`src/verilog/cpu_regs_pkg.sv`:
```
package cpu_regs_pkg;
    // Data path width and register count
    localparam int REG_W = 16;
    localparam int NUM_REGS = 16;
    // Register indices with fixed roles
    localparam logic [3:0] IDX_PC = 4'h0;
    localparam logic [3:0] IDX_SP = 4'h1;
    localparam logic [3:0] IDX_SR = 4'h2;
    localparam logic [3:0] IDX_CG = 4'h3;
    localparam int FIRST_GPR = 4;
    // Status word bit positions
    localparam int SR_C = 0;
    localparam int SR_Z = 1;
    localparam int SR_N = 2;
    localparam int SR_GIE = 3;
    localparam int SR_HALT = 4;
    localparam int SR_CRYSTAL_HALT = 5;
    localparam int SR_DC_GEN_SHUTDOWN = 6;
    localparam int SR_SUBSYSTEM_CLOCK_SHUTDOWN = 7;
    localparam int SR_V = 8;
    // Implemented status bits; 15 to 9 read as zero
    localparam logic [15:0] SR_MASK = 16'h01FF;
    // Reset values
    localparam logic [15:0] PC_RST = 16'h0000;
    localparam logic [15:0] SP_RST = 16'h0000;
    localparam logic [15:0] SR_RST = 16'h0000;
    localparam logic [15:0] GPR_RST = 16'h0000;
    // Stack step in bytes
    localparam logic [15:0] STACK_STEP = 16'h0002;
    // Word alignment mask
    localparam logic [15:0] ALIGN_MASK = 16'hFFFE;
    localparam logic [15:0] LOW_BYTE = 16'h00FF;
    // Source operand mode field encodings
    localparam logic [1:0] MODE_REG = 2'h0;
    localparam logic [1:0] MODE_IDX = 2'h1;
    localparam logic [1:0] MODE_IND = 2'h2;
    localparam logic [1:0] MODE_INC = 2'h3;
    // Generated constants
    localparam logic [15:0] CG_ZERO = 16'h0000;
    localparam logic [15:0] CG_ONE = 16'h0001;
    localparam logic [15:0] CG_TWO = 16'h0002;
    localparam logic [15:0] CG_FOUR = 16'h0004;
    localparam logic [15:0] CG_EIGHT = 16'h0008;
    localparam logic [15:0] CG_MINUS1 = 16'hFFFF;
    // Flag update kinds from the ALU
    localparam logic [1:0] OP_LOGIC = 2'h0;
    localparam logic [1:0] OP_ADD = 2'h1;
    localparam logic [1:0] OP_SUB = 2'h2;
endpackage : cpu_regs_pkg

```
`src/verilog/const_gen.sv`:
```
`timescale 1ns/100ps
module const_gen
    import cpu_regs_pkg::*;
(
    // Source selection
    input wire logic [3:0] src_reg_i,
    input wire logic [1:0] src_mode_i,
    // Generated constant
    output logic cg_hit_o,
    output logic abs_zero_o,
    output logic [15:0] cg_value_o
);
    // Decode constant source from register and mode
    always_comb begin
        cg_hit_o = 1'b0;
        abs_zero_o = 1'b0;
        cg_value_o = CG_ZERO;
        if (src_reg_i == IDX_SR) begin
            unique case (src_mode_i)
                MODE_REG: cg_hit_o = 1'b0;
                // Zero base, absolute address word still follows
                MODE_IDX: abs_zero_o = 1'b1;
                MODE_IND: begin
                    cg_hit_o = 1'b1;
                    cg_value_o = CG_FOUR;
                end
                MODE_INC: begin
                    cg_hit_o = 1'b1;
                    cg_value_o = CG_EIGHT;
                end
            endcase
        end else if (src_reg_i == IDX_CG) begin
            cg_hit_o = 1'b1;
            unique case (src_mode_i)
                MODE_REG: cg_value_o = CG_ZERO;
                MODE_IDX: cg_value_o = CG_ONE;
                MODE_IND: cg_value_o = CG_TWO;
                MODE_INC: cg_value_o = CG_MINUS1;
            endcase
        end
    end
endmodule : const_gen

```
`src/verilog/flag_calc.sv`:
```
`timescale 1ns/100ps
module flag_calc
    import cpu_regs_pkg::*;
(
    // ALU operands and result
    input wire logic [15:0] dst_val_i,
    input wire logic [15:0] src_val_i,
    input wire logic [15:0] result_i,
    input wire logic carry_i,
    input wire logic [1:0] op_kind_i,
    input wire logic byte_i,
    // Flags
    output logic neg_o,
    output logic zero_o,
    output logic carry_o,
    output logic ovf_o
);
    logic sd;
    logic ss;
    logic sr;
    logic [15:0] res_m;

    // Sign bits follow operand size
    always_comb begin
        res_m = byte_i ? (result_i & LOW_BYTE) : result_i;
        sd = byte_i ? dst_val_i[7] : dst_val_i[15];
        ss = byte_i ? src_val_i[7] : src_val_i[15];
        sr = byte_i ? result_i[7] : result_i[15];
    end

    assign neg_o = sr;
    assign zero_o = (res_m == CG_ZERO);
    assign carry_o = carry_i;

    // Overflow only meaningful for add and subtract kinds
    always_comb begin
        ovf_o = 1'b0;
        if (op_kind_i == OP_ADD) begin
            ovf_o = (sd == ss) && (sr != sd);
        end
        if (op_kind_i == OP_SUB) begin
            ovf_o = (sd != ss) && (sr != sd);
        end
    end
endmodule : flag_calc

```
`src/verilog/cpu_register_file.sv`:
```
// Behaviour
// - Sixteen 16-bit registers; 4 to 15 general, byte or word access.
// - Instruction pointer advances by instruction length: two, four or six bytes.
// - Fetches only on word boundaries across the full 64 KB space.
// - Instruction pointer always even; bit 0 held zero.
// - Instruction pointer usable as operand; writing it branches.
// - Stack pointer predecrements on push, postincrements on pop.
// - Stack pointer kept even; bit 0 reads zero.
// - Pushing the stack pointer still moves it like any push.
// - Popping into stack pointer loads popped word, no post-increment.
// - Status word is plain operand only in word register mode.
// - Add overflow: like signs giving opposite sign result.
// - Subtract overflow: positive minus negative negative, or reverse.
// - Subsystem clock shutdown bit requests subsystem clock off.
// - Dc generator shutdown requested only when digital oscillator unused.
// - Crystal halt requested only when crystal oscillator unused.
// - Processor halt bit stops instruction execution.
// - Global interrupt enable gates maskable interrupts.
// - Negative flag copies bit 15 or bit 7 by size.
// - Zero flag set when sized result is zero.
// - Carry flag reflects carry out of the operation.
// - Registers 2 and 3 generate constants from source mode bits.
// - Constant registers act only as sources, not stored values.
// - Byte writes zero the upper byte, except to the status word, which ignores them; flags follow byte result.
// - Interrupt entry clears halt, subsystem shutdown and crystal halt.
`timescale 1ns/100ps
module cpu_register_file
    import cpu_regs_pkg::*;
(
    // Clock and reset
    input wire logic clk_i,
    input wire logic sys_rst_i,
    // Source read port
    input wire logic [3:0] src_reg_i,
    input wire logic [1:0] src_mode_i,
    output logic [15:0] src_data_o,
    output logic cg_hit_o,
    output logic abs_zero_o,
    // Destination read port
    input wire logic [3:0] dst_reg_i,
    output logic [15:0] dst_data_o,
    // Write port
    input wire logic wr_en_i,
    input wire logic [3:0] wr_reg_i,
    input wire logic wr_byte_i,
    input wire logic [15:0] wr_data_i,
    // Instruction pointer advance
    input wire logic pc_adv_i,
    input wire logic [1:0] instr_words_i,
    // Stack control
    input wire logic sp_push_i,
    input wire logic sp_pop_i,
    output logic [15:0] sp_addr_o,
    // Flag update from the ALU
    input wire logic flag_upd_i,
    input wire logic [1:0] op_kind_i,
    input wire logic op_byte_i,
    input wire logic [15:0] alu_dst_i,
    input wire logic [15:0] alu_src_i,
    input wire logic [15:0] alu_res_i,
    input wire logic alu_carry_i,
    // Interrupt entry
    input wire logic irq_entry_i,
    // Clock system status
    input wire logic dco_in_use_i,
    input wire logic lfxt_in_use_i,
    // Register views
    output logic [15:0] instr_pointer_o,
    output logic [15:0] stack_ptr_o,
    output logic [15:0] status_word_o,
    // Control outputs
    output logic processor_halt_o,
    output logic global_irq_enable_o,
    output logic subsystem_clock_shutdown_o,
    output logic dc_gen_shutdown_o,
    output logic crystal_halt_o
);
    // Register storage
    logic [15:0] pc_q;
    logic [15:0] pc_d;
    logic [15:0] sp_q;
    logic [15:0] sp_d;
    logic [15:0] sr_q;
    logic [15:0] sr_d;
    logic [15:0] gpr_q [FIRST_GPR:NUM_REGS-1];
    logic dc_shut_q;
    logic xtal_halt_q;

    // Write decode
    logic [15:0] wr_val;
    logic wr_pc;
    logic wr_sp;
    logic wr_sr;
    logic [15:0] pc_step;

    // Flag and constant helpers
    logic f_neg;
    logic f_zero;
    logic f_carry;
    logic f_ovf;
    logic [15:0] cg_value;

    assign wr_val = wr_byte_i ? (wr_data_i & LOW_BYTE) : wr_data_i;

    assign wr_pc = wr_en_i && (wr_reg_i == IDX_PC);
    assign wr_sp = wr_en_i && (wr_reg_i == IDX_SP);
    assign wr_sr = wr_en_i && (wr_reg_i == IDX_SR) && !wr_byte_i;

    // Instruction length in bytes is twice the word count
    assign pc_step = {13'h0000, instr_words_i, 1'b0};

    // Constant generator decode
    const_gen u_const_gen (
        .src_reg_i(src_reg_i),
        .src_mode_i(src_mode_i),
        .cg_hit_o(cg_hit_o),
        .abs_zero_o(abs_zero_o),
        .cg_value_o(cg_value)
    );

    // Flag generation for the sized result
    flag_calc u_flag_calc (
        .dst_val_i(alu_dst_i),
        .src_val_i(alu_src_i),
        .result_i(alu_res_i),
        .carry_i(alu_carry_i),
        .op_kind_i(op_kind_i),
        .byte_i(op_byte_i),
        .neg_o(f_neg),
        .zero_o(f_zero),
        .carry_o(f_carry),
        .ovf_o(f_ovf)
    );

    // Read mux shared by both ports
    function automatic logic [15:0] read_reg(input logic [3:0] idx);
        logic [15:0] val;
        val = CG_ZERO;
        unique case (idx)
            IDX_PC: val = pc_q;
            IDX_SP: val = sp_q;
            IDX_SR: val = sr_q;
            IDX_CG: val = CG_ZERO;
            default: val = gpr_q[idx];
        endcase
        return val;
    endfunction : read_reg

    always_comb begin
        src_data_o = read_reg(src_reg_i);
        if (cg_hit_o) begin
            src_data_o = cg_value;
        end
        if (abs_zero_o) begin
            src_data_o = CG_ZERO;
        end
    end

    always_comb begin
        dst_data_o = read_reg(dst_reg_i); // A process, so stored values wake it too
    end

    // Instruction pointer next value; a branch beats the advance
    always_comb begin
        pc_d = pc_q;
        if (wr_pc) begin
            pc_d = wr_val & ALIGN_MASK;
        end else if (pc_adv_i && !sr_q[SR_HALT]) begin
            pc_d = (pc_q + pc_step) & ALIGN_MASK;
        end
    end

    always_ff @(posedge clk_i or posedge sys_rst_i) begin
        if (sys_rst_i) begin
            pc_q <= PC_RST;
        end else begin
            pc_q <= pc_d;
        end
    end

    // Stack pointer next value; a write wins over push and pop
    always_comb begin
        sp_d = sp_q;
        if (wr_sp) begin
            sp_d = wr_val & ALIGN_MASK;
        end else if (sp_push_i) begin
            sp_d = sp_q - STACK_STEP;
        end else if (sp_pop_i) begin
            sp_d = sp_q + STACK_STEP;
        end
    end

    always_ff @(posedge clk_i or posedge sys_rst_i) begin
        if (sys_rst_i) begin
            sp_q <= SP_RST;
        end else begin
            sp_q <= sp_d & ALIGN_MASK;
        end
    end

    assign sp_addr_o = sp_push_i ? (sp_q - STACK_STEP) : sp_q;

    // Status word next value; a word write beats flags and interrupt entry
    always_comb begin
        sr_d = sr_q;
        if (wr_sr) begin
            sr_d = wr_val & SR_MASK;
        end else begin
            if (flag_upd_i) begin
                sr_d[SR_N] = f_neg;
                sr_d[SR_Z] = f_zero;
                sr_d[SR_C] = f_carry;
                sr_d[SR_V] = f_ovf;
            end
            if (irq_entry_i) begin
                sr_d[SR_HALT] = 1'b0;
                sr_d[SR_SUBSYSTEM_CLOCK_SHUTDOWN] = 1'b0;
                sr_d[SR_CRYSTAL_HALT] = 1'b0;
            end
        end
    end

    // Status register storage
    always_ff @(posedge clk_i or posedge sys_rst_i) begin
        if (sys_rst_i) begin
            sr_q <= SR_RST;
        end else begin
            sr_q <= sr_d;
        end
    end

    always_ff @(posedge clk_i or posedge sys_rst_i) begin
        if (sys_rst_i) begin
            for (int i = FIRST_GPR; i < NUM_REGS; i++) begin
                gpr_q[i] <= GPR_RST;
            end
        end else begin
            for (int i = FIRST_GPR; i < NUM_REGS; i++) begin
                if (wr_en_i && (wr_reg_i == 4'(i))) begin
                    gpr_q[i] <= wr_val;
                end
            end
        end
    end

    // Oscillator requests are gated by use so a live clock is never cut
    always_ff @(posedge clk_i or posedge sys_rst_i) begin
        if (sys_rst_i) begin
            dc_shut_q <= 1'b0;
            xtal_halt_q <= 1'b0;
        end else begin
            dc_shut_q <= sr_d[SR_DC_GEN_SHUTDOWN] && !dco_in_use_i;
            xtal_halt_q <= sr_d[SR_CRYSTAL_HALT] && !lfxt_in_use_i;
        end
    end

    // Register views
    assign instr_pointer_o = pc_q;
    assign stack_ptr_o = sp_q;
    assign status_word_o = sr_q;

    assign processor_halt_o = sr_q[SR_HALT];
    assign global_irq_enable_o = sr_q[SR_GIE];
    assign subsystem_clock_shutdown_o = sr_q[SR_SUBSYSTEM_CLOCK_SHUTDOWN];
    assign dc_gen_shutdown_o = dc_shut_q;
    assign crystal_halt_o = xtal_halt_q;
endmodule : cpu_register_file

```
`config.mk`:
```
export PLATFORM = sky130hd
export DESIGN_NAME = cpu_register_file
export DESIGN_NICKNAME = d
export VERILOG_FILES = /design/src/verilog/cpu_regs_pkg.sv /design/src/verilog/const_gen.sv /design/src/verilog/flag_calc.sv /design/src/verilog/cpu_register_file.sv
export SDC_FILE = /design/constraint.sdc
export NUM_CORES = 1
export LEC_CHECK = 0
export ABC_AREA = 1
export BUFFER_PORTS_ARGS = -buffer_cell sky130_fd_sc_hd__buf_2
export CAP_MARGIN = 30
export CORE_UTILIZATION = 40
export CTS_BUF_LIST = sky130_fd_sc_hd__clkbuf_16
export DETAILED_ROUTE_END_ITERATION = 6
export SLEW_MARGIN = 10
export SYNTH_ARGS = -nofsm -noshare
export SYNTH_HDL_FRONTEND = slang
export SYNTH_SLANG_ARGS = --single-unit
```
`constraint.sdc`:
```
create_clock -name clk_i -period 9.1 [get_ports clk_i]
set_input_delay 0.91 -clock clk_i [delete_from_list [all_inputs] [get_ports clk_i]]
set_output_delay 0.91 -clock clk_i [all_outputs]
set_load 0.02 [all_outputs]
```
After elaboration in Yosys (flattened, before gate mapping)
Index checks and enable logic that the tools add are counted.
{"block": "op_classes", "n_reduce_logical": 35, "n_eq_ne": 28, "mux": 40, "n_bitwise": 2, "order_cmp": 2, "add_sub_neg": 3}
{"cell": "two-way mux 16 bit", "count": 16}
{"cell": "one-hot mux 16 bit (4 select lines)", "count": 3}
{"cell": "binary-select mux 16 bit (select 4 bit)", "count": 2}
{"cell": "== test 4 bit (second input constant)", "count": 8}
{"cell": "logical AND 1 bit", "count": 21}
{"cell": "== test 4 x 2 -> 1 bit (second input constant)", "count": 5}
{"cell": "adder 16 x 2 -> 16 bit (second input constant)", "count": 1}
{"cell": "adder 16 x 3 -> 16 bit", "count": 1}
{"cell": "== test 4 x 3 -> 1 bit (second input constant)", "count": 4}
{"cell": "zero test 16 bit", "count": 1}
{"cell": "subtractor 16 x 2 -> 16 bit (second input constant)", "count": 1}
{"cell": "two-way mux 1 bit", "count": 13}
{"cell": "== test 4 x 1 -> 1 bit (second input constant)", "count": 3}
{"cell": "zero test 4 bit", "count": 3}
{"cell": "greater-or-equal comparator 5 bit (second input constant)", "count": 2}
{"cell": "inverter 4 -> 5 bit", "count": 2}
{"cell": "one-hot mux 4 bit (2 select lines)", "count": 1}
{"cell": "== test 2 bit (second input constant)", "count": 3}
{"cell": "two-way mux 2 bit", "count": 3}
{"cell": "two-way mux 3 bit", "count": 2}
{"cell": "nonzero test 2 bit", "count": 3}
{"cell": "== test 2 x 1 -> 1 bit (second input constant)", "count": 2}
{"cell": "zero test 1 bit", "count": 4}
{"cell": "nonzero test 3 bit", "count": 1}
{"cell": "other kinds (4)", "count": 5}
{"block": "totals", "in_bits": 95, "out_inout_bits": 103, "ff_bits": 234, "elab_cells": 130}

Depth between registers and ports, before layout
{"block": "depth", "depth_word": 7, "mapped_depth": 12, "mapped_depth_nobuf": 11}

Hierarchy
A second synthesis with hierarchy kept.
{"block": "hier_totals", "cells_unflattened": 2164, "area_unflattened_um2": 14691.6}
{"module": "cpu_register_file", "cells_per_inst": 2078, "n_inst": 1, "area_per_inst_um2": 14285.0, "seq_area_each_um2": 5830.6}
{"module": "flag_calc", "cells_per_inst": 52, "n_inst": 1, "area_per_inst_um2": 219.0, "seq_area_each_um2": 0.0}
{"module": "const_gen", "cells_per_inst": 34, "n_inst": 1, "area_per_inst_um2": 187.7, "seq_area_each_um2": 0.0}

Least setup slack after synthesis
No wires, ideal clock.
{"block": "synth_timing", "path_type": "input-to-output", "start": "input port dst_reg_i[1]", "end": "output port dst_data_o[13]", "arrival_ns": 2.203, "required_time_ns": 8.190, "n_path_buf": 2, "path_slack_ns": 5.987, "stages": 7, "path_cell_list": "buf_2 nor2_2 buf_2 nand2_1 nand4_1 a21oi_1 nor3_1"}
{"block": "synth_between", "elab_chain_len": 5, "word_cells_on_any_way": 9, "classes_between": "eq/ne (3); mux (4); bitwise (1); reduce/logical (1)"}
{"item": "from (decl)", "line": "cpu_register_file.sv:40", "rtl": "input wire logic [3:0] dst_reg_i,"}
{"item": "inverter 4 -> 5 bit (not written as such)", "line": "cpu_register_file.sv:144", "rtl": "default: val = gpr_q[idx];"}
{"item": "binary-select mux 16 bit (select 4 bit)", "line": "cpu_register_file.sv:144"}
{"item": "two-way mux 16 bit (not written as such) (2 in a row)", "line": "cpu_register_file.sv:144"}
{"item": "one-hot mux 16 bit (4 select lines) *", "line": "cpu_register_file.sv:139", "rtl": "unique case (idx)"}
{"item": "to (decl)", "line": "cpu_register_file.sv:41", "rtl": "output logic [15:0] dst_data_o,"}
Every way passes the cells marked *; elsewhere a longest branch is shown, timed or not. The select of a mux whose other input is x is not followed.

Worst setup path after layout
{"block": "layout_timing", "start": "input port dst_reg_i[2]", "end": "output port dst_data_o[10]"}
The elaborated chain is that of the path after synthesis.

==> results.py <==
metrics = {
    "place": {
        "gp_routability_congestion": 0.9674,
        "dp_hpwl_um": 37260,
        "io_buffers": 159,
    },
    "power_and_ir_drop": {
        "finalPower_uw": 3594,
        "powerDensity_mw_per_mm2": 225.4,
        "peakVddDrop_v": 0.0001414,
        "p_leak_uw": 0.007498,
    },
    "timing": {
        "max_freq_mhz": 225.3,
        "max_slew_margin_pct": 29.65,
        "hold_viol_final": 0,
        "finalCriticalPeriod_ns": 4.438,
        "skew_ns": 0.007054,
        "worstMarginPinSlew_ns": 1.054,
        "rsz0062_at_grt": "no",
        "slew_viol_final": 0,
        "finalSetupViolCount": 0,
        "final.period_utilization_pct": 48.77,
        "finalSetupTns_ns": 0,
    },
    "cts": {
        "cts_resized": 0,
        "cts_tree": "built",
        "clk_path_buf_depth": 3,
        "cts_setup_buffers": 0,
        "cts.sink_count": 233,
        "cts-root-buf": "clkbuf_16",
        "cts_hold_buffers": 0,
        "htree_levels": 1,
        "numCtsBuffers": 27,
        "worst_skew_pair.late_latency_ns": 0.54,
        "path_clk_slew_ns": 0.06,
    },
    "worst_setup_path": {
        "cpMaxStageDelayCell": "nor2_1",
        "critPathArrivalTime_ns": 3.53,
        "worst-path-max-fanout": 23,
        "cp-end-kind": "output pin",
        "cp_cell_sequence": "buf_2, buf_4, inv_1, nor2_1, nand2_1, a221oi_1, nor3_1, buf_2",
        "cp_top_family": "buffers and inverters",
        "crit_path_max_incr_delay_ns": 0.73,
        "cp.depth": 8,
        "start_kind": "primary input",
        "cpMostUsedCell": "buf_2",
        "path_class": "primary input to output pin",
        "path_buf_inv": 4,
        "cp_data_required_time_ns": 8.19,
        "r2r_cells": 9,
    },
    "drt": {
        "routed_wl_um": 55490,
        "routedWlPerCell_um": 21.72,
        "drc": 0,
        "antenna_left": 0,
        "drt_iter0_markers": 1691,
        "vias_per_cell": 5.783,
        "vias": 14770,
        "drtPass1Iterations": 6,
    },
    "yosys": {
        "ys_seq_elements": 233,
        "async_flop_share_pct": 100.0,
        "synth_area_leader_cell": "dfrtp_1",
        "synth_area_mm2": 0.01407,
        "synth_cell_type_count": 44,
        "syn_inst": 1988,
        "yosys_warnings": 0,
        "seq_area_frac_synth_pct": 41.43,
        "synth_ff_type": "dfrtp_1",
        "synth_edf_count": 0,
        "yosysTopAreaCellShare_pct": 41.43,
        "ys_top_cells_by_area": "dfrtp_1, nand2_1, o21ai_0",
        "syn_area_per_cell_um2": 7.080,
    },
    "grt": {
        "grt.total_usage_pct": 30.99,
        "grt_max_degree": 100,
        "overflow": 0,
        "antenna_found_initial": 0,
        "grt_pass1_wl_um": 84590,
        "grt_pass1_vias": 13660,
    },
    "worst_hold_path": {
        "min_path_cells": 2,
        "min_path_type": "flop to flop",
    },
    "job": {
        "max_cap_viol_count": 0,
    },
    "floorplanning": {
        "core_mm2": 0.03454,
        "die_y_um": 189.6,
        "dieArea_mm2": 0.03594,
        "start_util_pct": 40.75,
        "fp.dieW_um": 189.6,
        "row_count": 68,
        "ios": 198,
    },
    "final_layout": {
        "fillers": 3585,
        "final_cell_mix": "nand2_1, o21ai_0, dfrtp_1",
        "drive_above_1_share_pct": 12.63,
        "layout_commonest_cell": "nand2_1",
        "area_delta_synth_final_pct": 13.28,
        "fin_nets": 2185,
        "utilization_pct": 46.16,
        "antenna_cells": 0,
    },
    "outcome": {
        "status": "finished clean",
    },
}
## path summary, 6_finish.rpt
| check | from | end | slack (ns) |
|---|---|---|---|
| min reg2reg | gpr_q[184] | gpr_q[184] | 0.49 |
| min | gpr_q[184] | gpr_q[184] | 0.49 |
| max in group asynchronous | sys_rst_i | stack_ptr_o[8] | 7.22 |
| min in group asynchronous | sys_rst_i | gpr_q[190] | 0.50 |
| max reg2reg | instr_pointer_o[1] | instr_pointer_o[13] | 6.92 |
| max | dst_reg_i[2] | dst_data_o[10] | 4.66 |
## flip-flops by register name, indices dropped and copies added, names as in the netlist
| register | flops |
|---|---|
| dc_gen_shutdown_o | 1 |
| stack_ptr_o | 15 |
| gpr_q | 192 |
| status_word_o | 9 |
| instr_pointer_o | 15 |
| crystal_halt_o | 1 |
## worst register-to-register path, stage by stage, from the launching register on
cell and delay [ns]:
dfrtp_1 0.40, ha_1 0.18, inv_1 0.05, fa_1 0.42, nor2_1 0.26, nand3_1 0.14, nor2_1 0.25, nand3_1 0.11
nand3_1 0.10, o221ai_1 0.11
## power by group
| part | internal [uW] | switching, uW |
|---|---|---|
| Combinational | 347 | 753 |
| Clock | 560 | 441 |
| Sequential | 1260 | 230 |
## routing by layer
layer,part of all wire (%),global-route usage (%),vias to the layer above
li1,-,-,6818
met1,41,42.51,7013
met2,45,48.24,792
met3,9.3,4.224,146
met4,5.1,14.83,0
met5,0,0,-
## synth_stat cells (all sizes together), types with 8 or more instances
cell	n
o2111ai	10
nand2	529
a21oi	114
nor2	133
xor2	8
clkbuf	57
o221ai	14
nand3	128
o211ai	18
buf	66
nand4	41
dfrtp	233
a221oi	13
inv	214
a22oi	17
o21ai	303
nor3	18
o22ai	44
## final cells by class
type | count | area, um2 | share of cell area (%)
clock buffers | 27 | 675.6 | 4.238
clock inverters | 18 | 106.4 | 0.6670
inverters | 220 | 840.8 | 5.273
multi-input cells | 1421 | 6908 | 43.33
flip-flops and latches | 233 | 5831 | 36.57
well taps | 455 | 569.3 | 3.571
repair buffers | 180 | 1013 | 6.356
## through the flow
step,hold WS (ns),worst slack (ns),area (um2),std cells
after floorplan,0.4530,1.800,14110,1997
after global placement,0.4698,4.860,15080,2506
after detailed placement,0.4803,4.804,15130,2508
after CTS,0.4946,4.763,15920,2553
after global routing,0.5087,4.626,15940,2554
final,0.4886,4.662,15940,2554
## cells by family after synthesis
logic type / synth area share (%)
buffers and inverters: 10.00
other: 0.02664
XOR/XNOR: 0.6223
AO/OA/AOI/OAI: 21.34
adder cells (fa/ha/maj): 0.6756
flip-flops: 41.43
AND/OR/NAND/NOR: 25.62
multiplexers: 0.2845
Note: power is estimated with default switching activity, not from simulation.
